===== src/csm_pkg.sv =====
// What this block does
// - Event bits set whatever the mask holds; the mask only gates the interrupt.
// - Mask bit 3 enables power-cycle events onto the interrupt; reset value zero.
// - Mask bits 2-1 enable card-detect events; 00 at reset, 11 enables both.
// - Mask bit 0 enables status-line change events onto the interrupt; reset zero.
// - Mask bits 31-4 read zero and hold nothing written.
// - Card voltage and type fields change only when an interrogation of a recognized card completes, or at a forced write.
// - While a card is being identified, detect-line changes are not reported.
// - Present-state bits 31 and 30 always read zero.
// - Present-state bit 29 reads one unless the 3.3 V disable input is set.
// - Present-state bit 28 always reads one.
// - Present-state bits 27-14 read zero.
// - Bits 13-10 show card voltage support; force-event writes can set them.
// - Bit 9 shows an invalid supply request from software; zero normally.
// - Bit 8 flags possible data loss at card removal.
// - Bit 7 flags an unrecognized card, held until a valid card arrives.
// - Bit 6 shows the live card ready/interrupt line level.
// - Bits 5 and 4 flag card width, changed only at the next interrogation or a force-event write.
// - Bit 3 shows socket power, zero at reset, one when powered.
// - Bits 2 and 1 mirror the two detect lines; one means no card.
// - Bit 0 mirrors the live status-change line level.
// - Writing one clears an event bit; writing zero leaves it.
// - Status event on rising edge for 32-bit cards, both edges for 16-bit cards.
// - Force-event writes to voltage and type bits land in the present-state bits.
package csm_pkg;

	// ==========================================================
	// Register map
	localparam logic [7:0] CSM_OFS_EVENT   = 8'h00;
	localparam logic [7:0] CSM_OFS_MASK    = 8'h04;
	localparam logic [7:0] CSM_OFS_PRESENT = 8'h08;
	localparam logic [7:0] CSM_OFS_FORCE   = 8'h0C;

	// ==========================================================
	// Event, mask and force low-nibble positions
	localparam int CSM_EV_STATUS = 0;
	localparam int CSM_EV_CD1    = 1;
	localparam int CSM_EV_CD2    = 2;
	localparam int CSM_EV_POWER  = 3;
	localparam int CSM_EV_W      = 4;

	localparam logic [3:0]  CSM_EVENT_RESET = 4'h0;
	localparam logic [3:0]  CSM_MASK_RESET  = 4'h0;

	// ==========================================================
	// Present-state field positions
	localparam int CSM_PS_FUT_Y_SOCK  = 31;
	localparam int CSM_PS_FUT_X_SOCK  = 30;
	localparam int CSM_PS_3V3_SOCK    = 29;
	localparam int CSM_PS_5V0_SOCK    = 28;
	localparam int CSM_PS_VOLT_HI     = 13;
	localparam int CSM_PS_VOLT_LO     = 10;
	localparam int CSM_PS_BAD_SUPPLY  = 9;
	localparam int CSM_PS_DATA_LOSS   = 8;
	localparam int CSM_PS_UNRECOG     = 7;
	localparam int CSM_PS_IRQ_LINE    = 6;
	localparam int CSM_PS_CARD32      = 5;
	localparam int CSM_PS_CARD16      = 4;
	localparam int CSM_PS_POWERED     = 3;
	localparam int CSM_PS_DET2        = 2;
	localparam int CSM_PS_DET1        = 1;
	localparam int CSM_PS_STATUS_LINE = 0;

	localparam logic [3:0] CSM_VOLT_RESET  = 4'h0;
	localparam logic [1:0] CSM_DET_RESET   = 2'b11;
	localparam logic       CSM_FLAG_RESET  = 1'b0;

	// ==========================================================
	// Carriers
	typedef struct packed {
		logic detect_line_two_level;
		logic detect_line_one_level;
		logic status_line_level;
		logic card_irq_line_level;
	} csm_pins_s;

	localparam int CSM_PINS_W = $bits(csm_pins_s);

	typedef struct packed {
		logic [3:0] volt;
		logic       unrecognized_card;
		logic       thirtytwo_bit_card_present;
		logic       sixteen_bit_card_present;
	} csm_card_id_s;

endpackage : csm_pkg


===== src/csm_socket.sv =====
`timescale 1ns/10ps
`default_nettype none
module csm_socket
	import csm_pkg::*;
(
	input  wire logic         clk,
	input  wire logic         rstn,
	input  wire logic [7:0]   reg_addr,
	input  wire logic         reg_wr,
	input  wire logic         reg_rd,
	input  wire logic [31:0]  reg_wdata,
	output logic      [31:0]  reg_rdata,
	output logic              reg_rvalid,
	input  wire csm_pins_s    pins,
	input  wire logic         identify_busy,
	input  wire logic         identify_done,
	input  wire csm_card_id_s identify_result,
	input  wire logic         socket_power_on,
	input  wire logic         invalid_supply_request,
	input  wire logic         removal_data_loss,
	input  wire logic         socket_3v3_disable,
	output logic              status_change_interrupt
);

	// ==========================================================
	// Pin synchronisation
	csm_pins_s pins_sync;
	logic [CSM_PINS_W-1:0] pins_sync_bits;

	csm_sync #(
		.W         (CSM_PINS_W),
		.RESET_VAL (4'b1100)
	) u_sync (
		.clk      (clk),
		.rstn     (rstn),
		.async_in (pins),
		.sync_out (pins_sync_bits)
	);

	assign pins_sync = csm_pins_s'(pins_sync_bits);

	// ==========================================================
	// Register access decode
	function automatic logic hit(input logic [7:0] addr, input logic [7:0] ofs);
		hit = (addr[7:2] == ofs[7:2]);
	endfunction : hit

	logic wr_event;
	logic wr_mask;
	logic wr_force;

	assign wr_event = reg_wr && hit(reg_addr, CSM_OFS_EVENT);
	assign wr_mask  = reg_wr && hit(reg_addr, CSM_OFS_MASK);
	assign wr_force = reg_wr && hit(reg_addr, CSM_OFS_FORCE);

	// ==========================================================
	// Mask register
	logic       power_cycle_irq_enable_q;
	logic [1:0] card_detect_irq_enable_q;
	logic       card_status_irq_enable_q;

	always_ff @(posedge clk or negedge rstn) begin
		if (!rstn) begin
			power_cycle_irq_enable_q <= CSM_MASK_RESET[CSM_EV_POWER];
			card_detect_irq_enable_q <= CSM_MASK_RESET[CSM_EV_CD2:CSM_EV_CD1];
			card_status_irq_enable_q <= CSM_MASK_RESET[CSM_EV_STATUS];
		end else if (wr_mask) begin
			power_cycle_irq_enable_q <= reg_wdata[CSM_EV_POWER];
			card_detect_irq_enable_q <= reg_wdata[CSM_EV_CD2:CSM_EV_CD1];
			card_status_irq_enable_q <= reg_wdata[CSM_EV_STATUS];
		end
	end

	// ==========================================================
	// Reported detect lines, frozen during identification
	logic [1:0] det_q;

	always_ff @(posedge clk or negedge rstn) begin
		if (!rstn) begin
			det_q <= CSM_DET_RESET;
		end else if (!identify_busy) begin
			det_q <= {pins_sync.detect_line_two_level,
			          pins_sync.detect_line_one_level};
		end
	end

	// ==========================================================
	// Live status and power history, reported detect history, for edge detection
	logic       status_prev_q;
	logic       powered_q;
	logic       powered_prev_q;
	logic [1:0] det_prev_q;
	logic [1:0] det_changed;
	logic       power_changed;

	// Idle level of the status line, so no false edge follows reset
	always_ff @(posedge clk or negedge rstn) begin
		if (!rstn) begin
			status_prev_q <= 1'b0;
		end else begin
			status_prev_q <= pins_sync.status_line_level;
		end
	end

	always_ff @(posedge clk or negedge rstn) begin
		if (!rstn) begin
			powered_q      <= CSM_FLAG_RESET;
			powered_prev_q <= CSM_FLAG_RESET;
		end else begin
			powered_q      <= socket_power_on;
			powered_prev_q <= powered_q;
		end
	end

	always_ff @(posedge clk or negedge rstn) begin
		if (!rstn) begin
			det_prev_q <= CSM_DET_RESET;
		end else begin
			det_prev_q <= det_q;
		end
	end

	// Compared with the reported bits, so a frozen detect field raises no event
	assign det_changed   = det_q ^ det_prev_q;
	assign power_changed = powered_q ^ powered_prev_q;

	// ==========================================================
	// Card identity fields
	logic [3:0] card_volt_q;
	logic       unrecognized_card_q;
	logic       thirtytwo_bit_card_present_q;
	logic       sixteen_bit_card_present_q;

	// An unrecognized card leaves the last valid voltage and type in place
	always_ff @(posedge clk or negedge rstn) begin
		if (!rstn) begin
			card_volt_q <= CSM_VOLT_RESET;
		end else if (wr_force) begin
			card_volt_q <= reg_wdata[CSM_PS_VOLT_HI:CSM_PS_VOLT_LO];
		end else if (identify_done && !identify_result.unrecognized_card) begin
			card_volt_q <= identify_result.volt;
		end
	end

	always_ff @(posedge clk or negedge rstn) begin
		if (!rstn) begin
			thirtytwo_bit_card_present_q <= CSM_FLAG_RESET;
			sixteen_bit_card_present_q   <= CSM_FLAG_RESET;
		end else if (wr_force) begin
			thirtytwo_bit_card_present_q <= reg_wdata[CSM_PS_CARD32];
			sixteen_bit_card_present_q   <= reg_wdata[CSM_PS_CARD16];
		end else if (identify_done && !identify_result.unrecognized_card) begin
			thirtytwo_bit_card_present_q <= identify_result.thirtytwo_bit_card_present;
			sixteen_bit_card_present_q   <= identify_result.sixteen_bit_card_present;
		end
	end

	always_ff @(posedge clk or negedge rstn) begin
		if (!rstn) begin
			unrecognized_card_q <= CSM_FLAG_RESET;
		end else if (wr_force) begin
			unrecognized_card_q <= reg_wdata[CSM_PS_UNRECOG];
		end else if (identify_done) begin
			unrecognized_card_q <= identify_result.unrecognized_card;
		end
	end

	// ==========================================================
	// Supply and data-loss flags
	logic force_bad_supply_q;
	logic removal_data_loss_q;

	always_ff @(posedge clk or negedge rstn) begin
		if (!rstn) begin
			force_bad_supply_q <= CSM_FLAG_RESET;
		end else if (wr_force) begin
			force_bad_supply_q <= reg_wdata[CSM_PS_BAD_SUPPLY];
		end
	end

	always_ff @(posedge clk or negedge rstn) begin
		if (!rstn) begin
			removal_data_loss_q <= CSM_FLAG_RESET;
		end else if (removal_data_loss) begin
			removal_data_loss_q <= 1'b1;
		end else if (wr_force) begin
			removal_data_loss_q <= reg_wdata[CSM_PS_DATA_LOSS];
		end else if (identify_done && !identify_result.unrecognized_card) begin
			removal_data_loss_q <= 1'b0;
		end
	end

	// ==========================================================
	// Socket event register
	logic [CSM_EV_W-1:0] event_q;
	logic [CSM_EV_W-1:0] event_set;
	logic [CSM_EV_W-1:0] event_clr;
	logic                status_rise;
	logic                status_fall;

	assign status_rise = pins_sync.status_line_level && !status_prev_q;
	assign status_fall = !pins_sync.status_line_level && status_prev_q;

	always_comb begin
		event_set                = '0;
		event_set[CSM_EV_STATUS] = thirtytwo_bit_card_present_q ? status_rise
		                           : (status_rise || status_fall);
		event_set[CSM_EV_CD1]    = det_changed[0];
		event_set[CSM_EV_CD2]    = det_changed[1];
		event_set[CSM_EV_POWER]  = power_changed;
		if (wr_force) begin
			event_set = event_set | reg_wdata[CSM_EV_W-1:0];
		end
	end

	assign event_clr = wr_event ? reg_wdata[CSM_EV_W-1:0] : '0;

	genvar gi;
	generate
		for (gi = 0; gi < CSM_EV_W; gi++) begin : g_event
			always_ff @(posedge clk or negedge rstn) begin
				if (!rstn) begin
					event_q[gi] <= CSM_EVENT_RESET[gi];
				end else if (event_set[gi]) begin
					event_q[gi] <= 1'b1;
				end else if (event_clr[gi]) begin
					event_q[gi] <= 1'b0;
				end
			end
		end
	endgenerate

	// ==========================================================
	// Status change interrupt
	logic [CSM_EV_W-1:0] enable_vec;

	assign enable_vec = {power_cycle_irq_enable_q, card_detect_irq_enable_q,
	                     card_status_irq_enable_q};

	always_ff @(posedge clk or negedge rstn) begin
		if (!rstn) begin
			status_change_interrupt <= 1'b0;
		end else begin
			status_change_interrupt <= |(event_q & enable_vec);
		end
	end

	// ==========================================================
	// Read views
	logic [31:0] mask_view;
	logic [31:0] present_view;

	always_comb begin
		mask_view                           = '0;
		mask_view[CSM_EV_W-1:0]             = enable_vec;
	end

	always_comb begin
		present_view                        = '0;
		present_view[CSM_PS_FUT_Y_SOCK]     = 1'b0;
		present_view[CSM_PS_FUT_X_SOCK]     = 1'b0;
		present_view[CSM_PS_3V3_SOCK]       = !socket_3v3_disable;
		present_view[CSM_PS_5V0_SOCK]       = 1'b1;
		present_view[CSM_PS_VOLT_HI:CSM_PS_VOLT_LO] = card_volt_q;
		present_view[CSM_PS_BAD_SUPPLY]     = invalid_supply_request
		                                      || force_bad_supply_q;
		present_view[CSM_PS_DATA_LOSS]      = removal_data_loss_q;
		present_view[CSM_PS_UNRECOG]        = unrecognized_card_q;
		present_view[CSM_PS_IRQ_LINE]       = pins_sync.card_irq_line_level;
		present_view[CSM_PS_CARD32]         = thirtytwo_bit_card_present_q;
		present_view[CSM_PS_CARD16]         = sixteen_bit_card_present_q;
		present_view[CSM_PS_POWERED]        = powered_q;
		present_view[CSM_PS_DET2]           = det_q[1];
		present_view[CSM_PS_DET1]           = det_q[0];
		present_view[CSM_PS_STATUS_LINE]    = pins_sync.status_line_level;
	end

	// ==========================================================
	// Read data register
	always_ff @(posedge clk or negedge rstn) begin
		if (!rstn) begin
			reg_rvalid <= 1'b0;
		end else begin
			reg_rvalid <= reg_rd;
		end
	end

	// Read data holds until the next read strobe
	always_ff @(posedge clk or negedge rstn) begin
		if (!rstn) begin
			reg_rdata <= 32'h0000_0000;
		end else begin
			if (reg_rd) begin
				if (hit(reg_addr, CSM_OFS_EVENT)) begin
					reg_rdata <= {28'h000_0000, event_q};
				end else if (hit(reg_addr, CSM_OFS_MASK)) begin
					reg_rdata <= mask_view;
				end else if (hit(reg_addr, CSM_OFS_PRESENT)) begin
					reg_rdata <= present_view;
				end else begin
					reg_rdata <= 32'h0000_0000;
				end
			end
		end
	end

endmodule : csm_socket
`default_nettype wire


===== src/csm_sync.sv =====
`timescale 1ns/10ps
`default_nettype none
module csm_sync #(
	parameter int           W         = 4,
	parameter logic [W-1:0] RESET_VAL = '0
) (
	input  wire logic         clk,
	input  wire logic         rstn,
	input  wire logic [W-1:0] async_in,
	output logic      [W-1:0] sync_out
);

	logic [W-1:0] meta_q;

	always_ff @(posedge clk or negedge rstn) begin
		if (!rstn) begin
			meta_q   <= RESET_VAL;
			sync_out <= RESET_VAL;
		end else begin
			meta_q   <= async_in;
			sync_out <= meta_q;
		end
	end

endmodule : csm_sync
`default_nettype wire


===== config.mk =====
export PLATFORM = sky130hd
export DESIGN_NAME = csm_socket
export DESIGN_NICKNAME = d
export VERILOG_FILES = /design/src/csm_pkg.sv /design/src/csm_socket.sv /design/src/csm_sync.sv
export SDC_FILE = /design/constraint.sdc
export NUM_CORES = 1
export LEC_CHECK = 0
export BUFFER_PORTS_ARGS = -buffer_cell sky130_fd_sc_hd__buf_2
export CAP_MARGIN = 10
export CORE_MARGIN = 1.5
export CORE_UTILIZATION = 45
export DETAILED_ROUTE_END_ITERATION = 7
export GPL_TIMING_DRIVEN = 0
export HOLD_SLACK_MARGIN = 0.05
export PLACE_DENSITY = 0.73
export SYNTH_ARGS = -nofsm -noshare
export SYNTH_HDL_FRONTEND = slang
export SYNTH_SLANG_ARGS = --single-unit

===== constraint.sdc =====
create_clock -name clk -period 1.15 [get_ports clk]
set_input_delay 0.0575 -clock clk [delete_from_list [all_inputs] [get_ports clk]]
set_output_delay 0.0575 -clock clk [all_outputs]
set_load 0.005 [all_outputs]

; Word level (Yosys, flattened, before mapping)
; Cells that the tools add are included.
[op_classes]
add_sub_neg = 0
n_eq_ne = 3
order_cmp = 0
div_mod_pow = 0
muxes = 25
shift = 0
multipliers = 0
bitwise_logic = 4
reduce_logical = 21
[ops]
columns = op, count
row1 = $mux W30, 3
row2 = $mux W1, 18
row3 = $mux W4, 4
row4 = $eq A6 B2 Y1 const B, 2
row5 = $reduce_bool A2 Y1, 6
row6 = $eq A6 B1 Y1 const B, 1
row7 = $logic_and A1 B1 Y1, 6
row8 = $logic_not A6 Y1, 1
row9 = $and A4 B4 Y4, 1
row10 = $logic_not A1 Y1, 4
row11 = $or A4 B4 Y4, 1
row12 = $reduce_or A4 Y1, 1
row13 = $reduce_bool A3 Y1, 1
row14 = $logic_or A1 B1 Y1, 2
row15 = $xor A2 B2 Y2, 1
row16 = $xor A1 B1 Y1, 1
[totals]
memories = 0
input_bits = 61
mem_bits_ro = 0
wordCells = 76
output_inout_bits = 34
ff_bits = 66
latch_bits = 0
ramBits = 0

; Longest topological paths before layout
[logic_depth]
ltp_word = 7
ltp_mapped = 5
depth_no_buf = 5

; Hierarchy
; A second synthesis with hierarchy kept.
[unflattened]
hier_cells = 157
hier_area_um2 = 2147.1
[modules_own_cells]
columns = mod, cells_each, area_each_um2, instances, seq_area_each_um2
row1 = csm_socket, 149, 1941.9, 1, 1056.0
row2 = csm_sync, 8, 205.2, 1, 205.2

; Worst setup path after synthesis
; Ideal clock, no wire load.
[synth_path]
path_type = in2reg
start = input port reg_addr[7]
end = register card_volt_q[0]
path_stages = 5
t_required_ns = 1.025
path_buffers = 2
setup_slack_ns = -0.337
setup_ns = 0.125
arrival_time_ns = 1.362
cell_sequence = or4_4 > buf_6 > or2_1 > buf_6 > mux2_4
[synth_between]
elab_chain_cells = 3
word_cells_on_any_way = 4
cone_classes = eq/ne (1) / mux (1) / reduce/logical (2)
[synth_lines]
columns = item, line
row1 = from (decl), csm_socket.sv:8  ; input wire logic [7:0] reg_addr,
row2 = $eq A6 B2 Y1 (*), csm_socket.sv:45  ; hit = (addr[7:2] == ofs[7:2]);
row3 = $logic_and A1 B1 Y1 (*), csm_socket.sv:54  ; assign wr_force = reg_wr && hit(reg_addr, CSM_OFS_FORCE);
row4 = $mux W4 / $reduce_bool A2 Y1 (equally long branches), --
row5 = to (signal assigned), csm_socket.sv:139  ; card_volt_q <= reg_wdata[CSM_PS_VOLT_HI:CSM_PS_VOLT_LO];
row6 = to (signal assigned), csm_socket.sv:141  ; card_volt_q <= identify_result.volt;
row7 = to (decl), csm_socket.sv:129  ; logic [3:0] card_volt_q;
; Mark *: on every way between the ends. The rest lies on a longest branch, timed or not.
; A chain may end at the register's enable or synchronous reset.

; Final worst setup path
[layout_path]
start = input port reg_addr[4]
end = register card_volt_q[1]
; Same word-level chain as after synthesis.

==> results.sh <==
export IMPL_post_route_drc_count=0
export IMPL_failed_checks="hold timing, setup timing"
export IMPL_timing_final_crit_share_pct=106
export IMPL_placed_area_sq_um=2590
export IMPL_dp_cells=285
export IMPL_finalClockSkew_ps=7.86
export IMPL_ys_warn_count=0
export IMPL_r2r_start="u_sync.sync_out[1]$_DFF_PN0_"
export IMPL_async_flop_share_pct=100
export IMPL_clockBufferDepth=2
export IMPL_critPathCaptureType="flip-flop"
export IMPL_numClockSinks=50
export IMPL_start_kind="primary input"
export IMPL_antenna_found_initial=0
export IMPL_slew_headroom_pct=28.4
export IMPL_setup_viol=8
export IMPL_drtAntennaViolNets=0
export IMPL_yosysSeqAreaShare_pct=58.3
export IMPL_mappedNetlistArea_sq_um=2160
export IMPL_floorplan_initialDensity_pct=46.4
export IMPL_synth_cell_types=34
export IMPL_fin_cells=324
export IMPL_fin_hold_ws_ps=-46.1
export IMPL_wire_per_inst_um=14.2
export IMPL_syn_area_per_cell_sq_um=13.6
export IMPL_hold_buffers=23
export IMPL_syn_to_final_growth_pct=39.3
export IMPL_worstPathRequired_ps=1340
export IMPL_grtUsageTotal_pct=18.3
export IMPL_first_iter_violations=64
export IMPL_ys_ff_latch=50
export IMPL_critical_path_class="in -> reg"
export IMPL_vdd_ir_drop_max_mv=0.815
export IMPL_drive_gt1_share_pct=46.3
export IMPL_boundaryPins=95
export IMPL_finalNetCount=331
export IMPL_min_path_type="in -> async"
export IMPL_fmax_ghz=0.817
export IMPL_cts_htree_levels=2
export IMPL_synth_edf_count=0
export IMPL_cp_max_fo=7
export IMPL_power_leakage_nw=1.49
export IMPL_power_mw=3.44
export IMPL_status="finished with violations"
export IMPL_port_buffers=57
export IMPL_dp_hpwl_mm=3.14
export IMPL_antennaDiodeCount=0
export IMPL_syn_inst=159
export IMPL_numCtsBuffers=5
export IMPL_r2r_cells=3
export IMPL_p_per_area_nw_per_um2=1140
export IMPL_vias_per_cell=5.01
export IMPL_r2r_end="event_q[0]$_DFFE_PN0P_"
export IMPL_fin_ws_ps=-73.8
export IMPL_gp_congestion=0.771
export IMPL_grt_pass1_vias=1584
export IMPL_rsz0062_at_grt="yes"
export IMPL_wirelength_mm=4.61
export IMPL_ys_flop_type="dfrtp_1"
export IMPL_row_count=25
export IMPL_final_area_sq_um=3010
export IMPL_die_y_um=72.3
export IMPL_slew_violations=0
export IMPL_fin_crit_ps=1220
export IMPL_tightest_slew_ps=1070
export IMPL_crit_arrival_ps=1410
export IMPL_grt_max_degree=51
export IMPL_coreArea_sq_um=4660
export IMPL_grt_pass1_wl_mm=7.29
export IMPL_clk_latency_ps=300
export IMPL_die_area_sq_um=5230
export IMPL_num_vias=1623
export IMPL_hold_violations=42
export IMPL_cts_root_buf="clkbuf_8"
export IMPL_r2r_slack_ps=50
export IMPL_path_clk_slew_ps=80
export IMPL_cts_tree="done"
export IMPL_fp_dieW_um=72.3
export IMPL_dr_pass1_iters=4
export IMPL_gr_total_overflow=0
export IMPL_maxCapViolCount=0
-- layout make-up --
class / count / area, sq um
clock buffer: 6 / 72.6
buffer: 21 / 146
tap: 54 / 67.6
timing repair buffer: 89 / 607
fill: 360 / 1650
multi-input combinational: 100 / 840
sequential: 50 / 1260
inverter: 2 / 7.51
clock inverter: 2 / 10.0
-- sequential cells by signal (all words and copies together), names as in the netlist --
register and cells:
status_change_interrupt 1, card_status_irq_enable_q 1, force_bad_supply_q 1, det_q 2, reg_rvalid 1, removal_data_loss_q 1, card_volt_q 4, sixteen_bit_card_present_q 1
u_sync.meta_q 4, det_prev_q 2, unrecognized_card_q 1, powered_prev_q 1, u_sync.sync_out 4, thirtytwo_bit_card_present_q 1, event_q 4, status_prev_q 1
card_detect_irq_enable_q 2, powered_q 1, reg_rdata 16, power_cycle_irq_enable_q 1
-- power breakdown --
group | switching, mW | total (mW) | internal (mW)
sequential | 0.0652 | 1.95 | 1.89
clock | 0.545 | 0.967 | 0.422
combinational | 0.213 | 0.522 | 0.309
-- synth_stat cells (2+ instances only) --
| library cell | number | area share [%] |
|---|---|---|
| dfrtp_1 | 42 | 49 |
| buf_4 | 16 | 5.6 |
| mux2_2 | 13 | 6.8 |
| a22o_1 | 9 | 3.6 |
| a221o_1 | 8 | 3.7 |
| dfstp_2 | 8 | 9.7 |
| nand3b_1 | 8 | 2.8 |
| mux2_4 | 7 | 4.9 |
| nor2_1 | 6 | 1.0 |
| a211oi_1 | 4 | 1.4 |
| clkbuf_1 | 4 | 0.69 |
| nand4_1 | 4 | 1.2 |
| nand2_1 | 3 | 0.52 |
| xor2_1 | 3 | 1.2 |
| a22oi_1 | 2 | 0.69 |
| buf_6 | 2 | 1.0 |
| inv_1 | 2 | 0.35 |
| o2bb2ai_1 | 2 | 0.81 |
-- placed cells by master, fill, tap and decap left out, drive strengths merged, types with 6 or more instances in the layout --
master       synthesis  layout
dfrtp               42      42
nand3b               8       8
buf                 18      83
clkbuf               4      10
a221o                8       8
conb                 1      16
a22o                 9       9
dfstp                8       8
dlygate4sd3          0      23
mux2                20      20
nor2                 6       6
-- per-stage QoR --
step	hold WS, ps	setup WS [ps]	setup TNS [ps]	utilization [%]
floorplan	-238	-322	-4890	-
global placement	163	-555	-13010	55.5
detailed placement	164	-565	-13360	55.5
CTS	-14.8	-84.0	-509	64.2
global route	44.3	-97.8	-672	64.6
finish	-46.1	-73.8	-437	64.6
-- cell families after synthesis --
family          count (synthesis)  synth area share [%]
flops                          50                  58.3
simple gates                   31                  8.91
compound gates                 28                  11.1
buf+inv                        24                  7.64
mux                            21                  12.1
xor+xnor                        3                  1.22
fa+ha+maj                       1                 0.579
other cells                     1                 0.173
-- metal layers --
layer  wire, um  track usage (%)  up-vias
li1           -                -      769
met1       1950             23.0      789
met2       2300             31.1       54
met3        246             4.86       11
met4        109             5.66        0
met5          0                0        -
-- worst max-delay path by stage --
| stage | start | end | slack [ps] |
|---|---|---|---|
| floorplan | reg_addr[7] | card_volt_q[0]$_DFFE_PN0P_ | -320 |
| global placement | reg_addr[7] | reg_rdata[4]$_DFFE_PN0P_ | -550 |
| detailed placement | reg_addr[7] | reg_rdata[6]$_DFFE_PN0P_ | -570 |
| CTS | reg_addr[4] | card_volt_q[1]$_DFFE_PN0P_ | -80 |
| global route | reg_addr[4] | card_volt_q[1]$_DFFE_PN0P_ | -100 |
| finish | reg_addr[4] | card_volt_q[1]$_DFFE_PN0P_ | -70 |
-- critical path: stages --
cell,delay (ps)
buf_8,90
or4_4,560
or2_1,240
buf_6,150
mux2_4,310
-- what timing repair did --
item,CTS,global route
setup endpoints to repair,21,11
gates resized for setup,10,3
setup buffers,8,1
pin swaps,4,4
cloned,0,0
endpoints found under the hold margin,69,36
Power figures use the tool's default switching activity.
